$ cat config.mk
export PLATFORM = sky130hd
export DESIGN_NAME = monitor_config_registers
export DESIGN_NICKNAME = d
export VERILOG_FILES = /design/src/tach_input.v /design/src/pacing_timer.v /design/src/monitor_config_registers.v
export VERILOG_INCLUDE_DIRS = /design/src
export SDC_FILE = /design/constraint.sdc
export NUM_CORES = 1
export LEC_CHECK = 0
export ABC_AREA = 1
export BUFFER_PORTS_ARGS = -buffer_cell sky130_fd_sc_hd__buf_2
export CORE_MARGIN = 1.5
export CORE_UTILIZATION = 35
export CTS_BUF_LIST = sky130_fd_sc_hd__clkbuf_16
export CTS_CLUSTER_SIZE = 14
export DETAILED_ROUTE_END_ITERATION = 10
export GPL_ROUTABILITY_DRIVEN = 0
export PLACE_DENSITY_LB_ADDON = 0.08
export SLEW_MARGIN = 20
export SYNTH_ARGS = -nofsm -noshare
export SYNTH_HDL_FRONTEND = slang
export SYNTH_SLANG_ARGS = --single-unit
$ cat constraint.sdc
create_clock -name I_SYS_CLK -period 5.04 [get_ports I_SYS_CLK]
set_input_delay 1.008 -clock I_SYS_CLK [delete_from_list [all_inputs] [get_ports I_SYS_CLK]]
set_output_delay 1.008 -clock I_SYS_CLK [all_outputs]
set_load 0.01 [all_outputs]
$ cat src/monitor_config_regs.vh
// Register offsets, field positions, reset values and timing counts.
`ifndef MONITOR_CONFIG_REGS_VH
`define MONITOR_CONFIG_REGS_VH
`define ADDR_FAN_PIN_CFG 8'h05
`define ADDR_ALARM_CFG 8'h06
`define ADDR_PACING_CTRL 8'h07
`define ADDR_CHAN_DISABLE 8'h08
`define ADDR_PACING_COUNT 8'h0B
`define ADDR_MAIN_CFG 8'h00
`define RST_FAN_PIN_CFG 8'h14
`define RST_ALARM_LOW 4'h1
`define RST_PACING_CTRL 8'h40
`define RST_CHAN_DISABLE 8'h00
`define RST_PACING_COUNT 8'h40
`define BIT_FIRST_MODE 0
`define BIT_SECOND_MODE 1
`define BIT_ALARM_EN 6
`define BIT_RESET_EN 7
`define BIT_ALARM_STATUS 0
`define BIT_ALARM_POL 1
`define BIT_ALARM_ONESHOT 2
`define BIT_HIGH_RES 3
`define BIT_CONTINUOUS 0
`define BIT_SOFT_RESET 4
`define DELAY_UNIT_US 1420
`define DELAY_UNIT_CYCLES (`DELAY_UNIT_US * 100)
`define RESET_PULSE_CYCLES 16'd1000
`endif

$ cat src/tach_input.v
// One fan input: pulse divider in count mode, polarity in level mode.
`include "monitor_config_regs.vh"
module tach_input (
	input wire i_clk,
	input wire i_reset,
	input wire i_pin,
	input wire i_level_mode,
	input wire [1:0] i_field,
	output reg o_pulse,
	output reg o_level
);
	reg sync1_q, sync2_q, prev_q;
	reg [2:0] div_q;
	wire rise = sync2_q & ~prev_q;
	reg [2:0] mask;
	always @* begin
		case (i_field)
			2'h0: mask = 3'h0;
			2'h1: mask = 3'h1;
			2'h2: mask = 3'h3;
			default: mask = 3'h7;
		endcase
	end
	always @(posedge i_clk) begin
		if (i_reset) begin
			sync1_q <= 1'b0;
			sync2_q <= 1'b0;
			prev_q <= 1'b0;
			div_q <= 3'h0;
			o_pulse <= 1'b0;
			o_level <= 1'b0;
		end else begin
			sync1_q <= i_pin;
			sync2_q <= sync1_q;
			prev_q <= sync2_q;

			o_level <= i_level_mode & (i_field[0] ? ~sync2_q : sync2_q);
			o_pulse <= 1'b0;
			if (!i_level_mode && rise) begin
				if ((div_q & mask) == mask) begin
					o_pulse <= 1'b1;
					div_q <= 3'h0;
				end else begin
					div_q <= div_q + 3'h1;
				end
			end
		end
	end
endmodule // tach_input

$ cat src/pacing_timer.v
// Round pacing: back to back or a programmed delay between rounds.
`include "monitor_config_regs.vh"
module pacing_timer #(
	parameter UNIT_CYCLES = `DELAY_UNIT_CYCLES
) (
	input wire i_clk,
	input wire i_reset,
	input wire i_continuous,
	input wire [7:0] i_count,
	output reg o_start
);
	reg [31:0] unit_q;
	reg [11:0] units_q;
	wire [11:0] total = {1'b0, i_count, 3'h0} + 12'd6;
	always @(posedge i_clk) begin
		if (i_reset) begin
			unit_q <= 32'h0;
			units_q <= 12'h0;
			o_start <= 1'b0;
		end else if (i_continuous) begin
			o_start <= 1'b1;
			unit_q <= 32'h0;
			units_q <= 12'h0;
		end else begin
			o_start <= 1'b0;

			if (unit_q >= UNIT_CYCLES - 1) begin
				unit_q <= 32'h0;
				if (units_q + 12'd1 >= total) begin
					units_q <= 12'h0;
					o_start <= 1'b1;
				end else begin
					units_q <= units_q + 12'd1;
				end
			end else begin
				unit_q <= unit_q + 32'h1;
			end
		end
	end
endmodule // pacing_timer

$ cat src/monitor_config_registers.v
// Configuration register bank of the hardware monitor.
`include "monitor_config_regs.vh"
// What this block does
// Mode bit per fan: level or count.
// Divisor field selects divide by 1,2,4,8.
// Level mode: field 01 active low.
// Bit7 set, bit6 clear: reset output.
// Bit6 set, bit7 clear: alarm output.
// Both bits set: pin disabled.
// Fan and pin config resets to 14h.
// Alarm status bit mirrors pin level in alarm mode; reads one in any other mode.
// Alarm polarity bit: one is active high.
// Alarm mode: one-shot or comparator.
// Resolution bit: eleven or eight bits.
// Bits 7:4 hold fraction temperature bits.
// Continuous bit runs rounds back to back.
// Otherwise wait 1.42*(8N+6) ms.
// Software writes pacing reserved bits zero.
// Pacing control resets to 40h.
// Disabled voltage channel: no conversion, zero.
// Disabled temperature: no conversion, zero.
// Channel disable resets to zero.
// Alarm config low nibble resets to 1.
// Soft reset pulses only in reset mode.
// Continuous mode ignores the delay count.
// Disabled pin stays inactive, not driven.
module monitor_config_registers #(
	parameter UNIT_CYCLES = `DELAY_UNIT_CYCLES
) (
	input wire I_SYS_CLK,
	input wire I_RESET,
	input wire i_WR,
	input wire i_RD,
	input wire [7:0] i_ADDR,
	input wire [7:0] i_WDATA,
	output reg [7:0] o_RDATA,
	input wire i_FIRST_TACH,
	input wire i_SECOND_TACH,
	input wire i_OVERTEMP,
	input wire [11:0] i_TEMP_READING,
	input wire i_TEMP_VALID,
	input wire [9:0] i_CHAN_READING,
	input wire [2:0] i_CHAN_SEL,
	input wire i_CHAN_LIMIT_ERR,
	input wire i_TEMP_LIMIT_ERR,
	output reg [9:0] o_CHAN_VALUE,
	output reg o_CHAN_ERR,
	output reg o_TEMP_ERR,
	output reg [7:0] o_CONVERT_ENABLE,
	output reg o_ROUND_START,
	output reg o_FIRST_PULSE,
	output reg o_FIRST_LEVEL,
	output reg o_SECOND_PULSE,
	output reg o_SECOND_LEVEL,
	output reg o_HIGH_RES,
	output reg o_PIN_OUT,
	output reg o_PIN_OE_N
);
	reg [7:0] fan_pin_q;
	reg [3:0] alarm_ctl_q;
	reg [3:0] fraction_q;
	reg [7:0] pacing_q;
	reg [7:0] count_q;
	reg [7:0] disable_q;
	reg soft_reset_q;
	reg [15:0] pulse_cnt_q;
	reg alarm_active_q;
	reg ot_s1_q, ot_s2_q, ot_prev_q;
	wire reset_mode = fan_pin_q[`BIT_RESET_EN] & ~fan_pin_q[`BIT_ALARM_EN];
	wire alarm_mode = fan_pin_q[`BIT_ALARM_EN] & ~fan_pin_q[`BIT_RESET_EN];
	wire alarm_level = alarm_ctl_q[`BIT_ALARM_POL] ? alarm_active_q :
		~alarm_active_q;
	wire first_pulse, first_level, second_pulse, second_level, round_start;

	tach_input u_first (
		.i_clk(I_SYS_CLK),
		.i_reset(I_RESET),
		.i_pin(i_FIRST_TACH),
		.i_level_mode(fan_pin_q[`BIT_FIRST_MODE]),
		.i_field(fan_pin_q[3:2]),
		.o_pulse(first_pulse),
		.o_level(first_level)
	);

	tach_input u_second (
		.i_clk(I_SYS_CLK),
		.i_reset(I_RESET),
		.i_pin(i_SECOND_TACH),
		.i_level_mode(fan_pin_q[`BIT_SECOND_MODE]),
		.i_field(fan_pin_q[5:4]),
		.o_pulse(second_pulse),
		.o_level(second_level)
	);

	pacing_timer #(
		.UNIT_CYCLES(UNIT_CYCLES)
	) u_pacing (
		.i_clk(I_SYS_CLK),
		.i_reset(I_RESET),
		.i_continuous(pacing_q[`BIT_CONTINUOUS]),
		.i_count(count_q),
		.o_start(round_start)
	);

	// Register writes and power-on values.
	always @(posedge I_SYS_CLK) begin
		if (I_RESET) begin
			fan_pin_q <= `RST_FAN_PIN_CFG;
			alarm_ctl_q <= `RST_ALARM_LOW;
			pacing_q <= `RST_PACING_CTRL;
			disable_q <= `RST_CHAN_DISABLE;
			count_q <= `RST_PACING_COUNT;
		end else if (i_WR) begin
			case (i_ADDR)
				`ADDR_FAN_PIN_CFG: fan_pin_q <= i_WDATA;
				`ADDR_ALARM_CFG: alarm_ctl_q <= {i_WDATA[3:1], 1'b0};
				// Reserved bits are stored as written; software keeps them zero.
				`ADDR_PACING_CTRL: pacing_q <= i_WDATA;
				`ADDR_CHAN_DISABLE: disable_q <= i_WDATA;
				`ADDR_PACING_COUNT: count_q <= i_WDATA;
				default: begin
				end
			endcase
		end
	end

	// Fraction bits follow each new temperature result.
	always @(posedge I_SYS_CLK) begin
		if (I_RESET) begin
			fraction_q <= 4'h0;
		end else if (disable_q[7]) begin
			fraction_q <= 4'h0;
		end else if (i_TEMP_VALID) begin

			fraction_q <= alarm_ctl_q[`BIT_HIGH_RES] ? i_TEMP_READING[3:0] :
				{i_TEMP_READING[0], 3'h0};
		end else if (i_WR && i_ADDR == `ADDR_ALARM_CFG) begin
			fraction_q <= i_WDATA[7:4];
		end
	end

	// Software reset pulse; the request clears when the pulse ends.
	always @(posedge I_SYS_CLK) begin
		if (I_RESET) begin
			soft_reset_q <= 1'b0;
			pulse_cnt_q <= 16'h0;
		end else if (soft_reset_q) begin
			if (pulse_cnt_q == `RESET_PULSE_CYCLES - 16'd1) begin
				soft_reset_q <= 1'b0;
				pulse_cnt_q <= 16'h0;
			end else begin
				pulse_cnt_q <= pulse_cnt_q + 16'h1;
			end
		end else if (i_WR && i_ADDR == `ADDR_MAIN_CFG &&
			i_WDATA[`BIT_SOFT_RESET] && reset_mode) begin
			soft_reset_q <= 1'b1;
		end
	end

	// Alarm condition: comparator follows, one-shot latches until a read.
	always @(posedge I_SYS_CLK) begin
		if (I_RESET) begin
			ot_s1_q <= 1'b0;
			ot_s2_q <= 1'b0;
			ot_prev_q <= 1'b0;
			alarm_active_q <= 1'b0;
		end else begin
			ot_s1_q <= i_OVERTEMP;
			ot_s2_q <= ot_s1_q;
			ot_prev_q <= ot_s2_q;
			if (!alarm_ctl_q[`BIT_ALARM_ONESHOT]) begin
				alarm_active_q <= ot_s2_q;
			end else if (ot_s2_q & ~ot_prev_q) begin
				alarm_active_q <= 1'b1;
			end else if (i_RD && i_ADDR == `ADDR_ALARM_CFG) begin
				alarm_active_q <= 1'b0;
			end
		end
	end

	// Shared pin and the remaining outputs.
	always @(posedge I_SYS_CLK) begin
		if (I_RESET) begin
			o_PIN_OUT <= 1'b1;
			o_PIN_OE_N <= 1'b1;
			o_RDATA <= 8'h00;
			o_CHAN_VALUE <= 10'h000;
			o_CHAN_ERR <= 1'b0;
			o_TEMP_ERR <= 1'b0;
			o_CONVERT_ENABLE <= 8'hFF;
			o_ROUND_START <= 1'b0;
			o_FIRST_PULSE <= 1'b0;
			o_FIRST_LEVEL <= 1'b0;
			o_SECOND_PULSE <= 1'b0;
			o_SECOND_LEVEL <= 1'b0;
			o_HIGH_RES <= 1'b0;
		end else begin
			if (reset_mode) begin
				o_PIN_OUT <= ~soft_reset_q;
				o_PIN_OE_N <= 1'b0;
			end else if (alarm_mode) begin
				o_PIN_OUT <= alarm_level;
				o_PIN_OE_N <= 1'b0;
			end else begin
				o_PIN_OUT <= 1'b1;
				o_PIN_OE_N <= 1'b1;
			end
			o_CONVERT_ENABLE <= ~disable_q;
			o_CHAN_VALUE <= disable_q[i_CHAN_SEL] ? 10'h000 : i_CHAN_READING;
			o_CHAN_ERR <= i_CHAN_LIMIT_ERR & ~disable_q[i_CHAN_SEL];
			o_TEMP_ERR <= i_TEMP_LIMIT_ERR & ~disable_q[7];
			o_ROUND_START <= round_start;
			o_FIRST_PULSE <= first_pulse;
			o_FIRST_LEVEL <= first_level;
			o_SECOND_PULSE <= second_pulse;
			o_SECOND_LEVEL <= second_level;
			o_HIGH_RES <= alarm_ctl_q[`BIT_HIGH_RES];
			case (i_ADDR)
				`ADDR_FAN_PIN_CFG: o_RDATA <= fan_pin_q;
				// Outside alarm mode the status shows the idle, high pin.
				`ADDR_ALARM_CFG: o_RDATA <= {fraction_q, alarm_ctl_q[3:1],
					alarm_mode ? alarm_level : 1'b1};
				`ADDR_PACING_CTRL: o_RDATA <= pacing_q;
				`ADDR_CHAN_DISABLE: o_RDATA <= disable_q;
				`ADDR_PACING_COUNT: o_RDATA <= count_q;
				`ADDR_MAIN_CFG: o_RDATA <= {3'h0, soft_reset_q, 4'h0};
				default: o_RDATA <= 8'h00;
			endcase
		end
	end
endmodule // monitor_config_registers

==> reports/qor.yml <==
status: "completed"
hold_depth: 2
design.core.area_um2: 18600
hold_path.class: "flop to flop"
final_nets: 1010
layout_common_cells: "157 x dfxtp_1, 130 x inv_1, 129 x nand2_1"
die_area_um2: 19800
vias: 5500
drc: 0
cp_top_family: "simple AND/OR/NAND/NOR gates"
period_minus_slack_ps: 2660
synth_top_area_cell: "dfxtp_1"
crit_required_ps: 5400
dp_hpwl_um: 10900
dp_slack_ps: 2300
path_common_cell: "nand2_1"
peakVddDrop_mv: 0.225
cp_max_fo: 9
synth.yosys.seq_area_share_pct: 47.5
synth.top_cell.area_share_pct: 47.5
worstMarginPinSlew_ps: 698
crit_type: "flop to flop"
critical-path-max-stage-delay_ps: 390
synth_edf_count: 0
root_buffer: "clkbuf_16"
grt_max_degree: 50
worstSetupEndpointType: "flop"
powerDensity_nw_per_um2: 339
cts_tree: "built"
cp_num_buf_inv: 4
leakage_nw: 3.27
worstHoldStart: "u_first.o_level"
start_util_pct: 35.5
finalWorstSetupSlack_ps: 2380
syn_to_final_growth_pct: 18.6
critPathLaunchType: "flop"
wl_per_cell_um: 12.7
cp.depth: 20
insertion_delay_ps: 430
numCtsBuffers: 17
grt_pass1_vias: 5182
synth_area_um2: 6620
slew_violations: 0
die_w_um: 141
chipHeight_um: 141
rr_worst_depth: 20
avgSynthCellArea_um2: 7.78
maxSlewHeadroom_pct: 53.4
cts_resized: 0
async_flop_share_pct: 0
grt_pass1_wl_um: 25100
synth_area_leaders: "dfxtp_1 47%, inv_1 7.3%, nand2_1 7.3%"
rsz0062_at_grt: "false"
synth-seq-cells: 157
power.total_mw: 2.66
htreeDepth: 4
drv_cap: 0
drt_iter0_markers: 209
first_pass_iters: 4
ys.flop_type: "dfxtp_1"
crit_chain: "inv_1, nor3_4, inv_1, nor2_1, nand3_1, xor2_1, inv_1, ha_1, nand2_1, inv_1, nor2_1, o21a_1, nand2_1, nand2_1, nand2_1, nand2_1, nand2_1, nand2_1, nand2_2, nor2_1"
num-fill-cells: 1982
diodes: 0
postCtsSetupBuffers: 0
grtUsageTotal_pct: 16.2
antenna_found_initial: 0
slowest_stage: "dfxtp_1"
synth_cells: 851
setup_viol_count_final: 0
max_freq_mhz: 376
rows: 50
hold_viol_final: 0
arrival_ps: 3020
port-buffer-count: 78
synthDistinctLibCells: 50
clock_skew_ps: 6.29
finalSetupTns_ps: 0
ys_warn_count: 0
gr-total-overflow: 0
cts.sinks: 157
finalCritPeriodShare_pct: 52.8
ios: 87
drive_above_1_share_pct: 15.8
viasPerCell: 4.62
worstReg2RegStart: "u_pacing.units_q[0]"
routed_wirelength_um: 15100
final_common_cell: "dfxtp_1"
crit_start: "u_pacing.units_q[0]"
clock_path_buffers: 2
antenna_left: 0
clk_pin_slew_worst_paths_ps: 60
ctsHoldBuffers: 0
[cell families after synthesis]
kind of cell	count (synthesis)	synth area share, %
DFF	157	47.5
AOI/OAI and AO/OA	160	13.9
and+or+nand+nor	346	24.2
adders and majority gates	16	3.02
other	1	0.0566
xor gates and xnor gates	15	1.98
buffers and inverters	156	9.33
[per-layer routing]
| metal | wire length (um) | up-vias | global-route usage, % |
|---|---|---|---|
| li1 | - | 2943 | - |
| met1 | 7210 | 2472 | 20.3 |
| met2 | 7090 | 67 | 27.4 |
| met3 | 550 | 18 | 3.86 |
| met4 | 225 | 0 | 5.70 |
| met5 | 0 | - | 0 |
[power by group]
part	switching [mW]	total [mW]	internal (mW)
Clock	0.551	1.29	0.738
Combinational	0.0678	0.104	0.0359
Sequential	0.00800	1.27	1.26
[worst reg2reg max path: cells and delay by family, from the launching register on]
family,cells,cell delay (ps)
AO/OA/AOI/OAI,1,120
XOR/XNOR,1,200
adder cells (fa/ha/maj),1,290
buffers and inverters,4,270
flip-flops,1,390
AND/OR/NAND/NOR,13,1340
[area by class of cell]
class                   instances  area, um^2  share of cell area (%)
flip-flops and latches        157        3140                    40.0
well taps                     234         293                    3.73
clock inverters                15         163                    2.07
inverters                     136         513                    6.53
multi-input cells             551        2910                    37.1
clock buffers                  17         425                    5.42
repair buffers                 80         405                    5.16
[registers in the layout, summed over array words and instances (netlist names), 8 cells and up]
register / cells
count_q: 8
disable_q: 8
fan_pin_q: 8
o_CHAN_VALUE: 10
o_CONVERT_ENABLE: 8
o_RDATA: 8
pacing_q: 8
pulse_cnt_q: 16
u_pacing.unit_q: 32
u_pacing.units_q: 12
[path summary, 6_finish.rpt]
kind	end	slack (ps)
worst max-delay path	u_pacing.units_q[8]	2380
worst min-delay path	o_FIRST_LEVEL	400
worst max register to register	u_pacing.units_q[8]	2380
worst min register to register	o_FIRST_LEVEL	400
[synthesized netlist by cell type (12+ instances only)]
library cell and n:
a211oi_1 17, a21oi_1 55, dfxtp_1 157, ha_1 16, inv_1 129, nand2_1 129, nand3_1 38, nor2_1 107
nor3_1 19, nor4_1 12, o21ai_0 47, xor2_1 14
[through the flow]
| stage | utilization [%] | hold WS (ps) | cell area [um^2] | cells |
|---|---|---|---|---|
| after detailed placement | 39.0 | 392 | 7260 | 1158 |
| final | 42.1 | 400 | 7850 | 1190 |
| after global routing | 42.1 | 415 | 7850 | 1190 |
| after global placement | 39.0 | 389 | 7260 | 1158 |
| after CTS | 42.1 | 400 | 7850 | 1190 |
| after floorplan | - | 379 | 6670 | 864 |
Power figures use the tool's default switching activity.
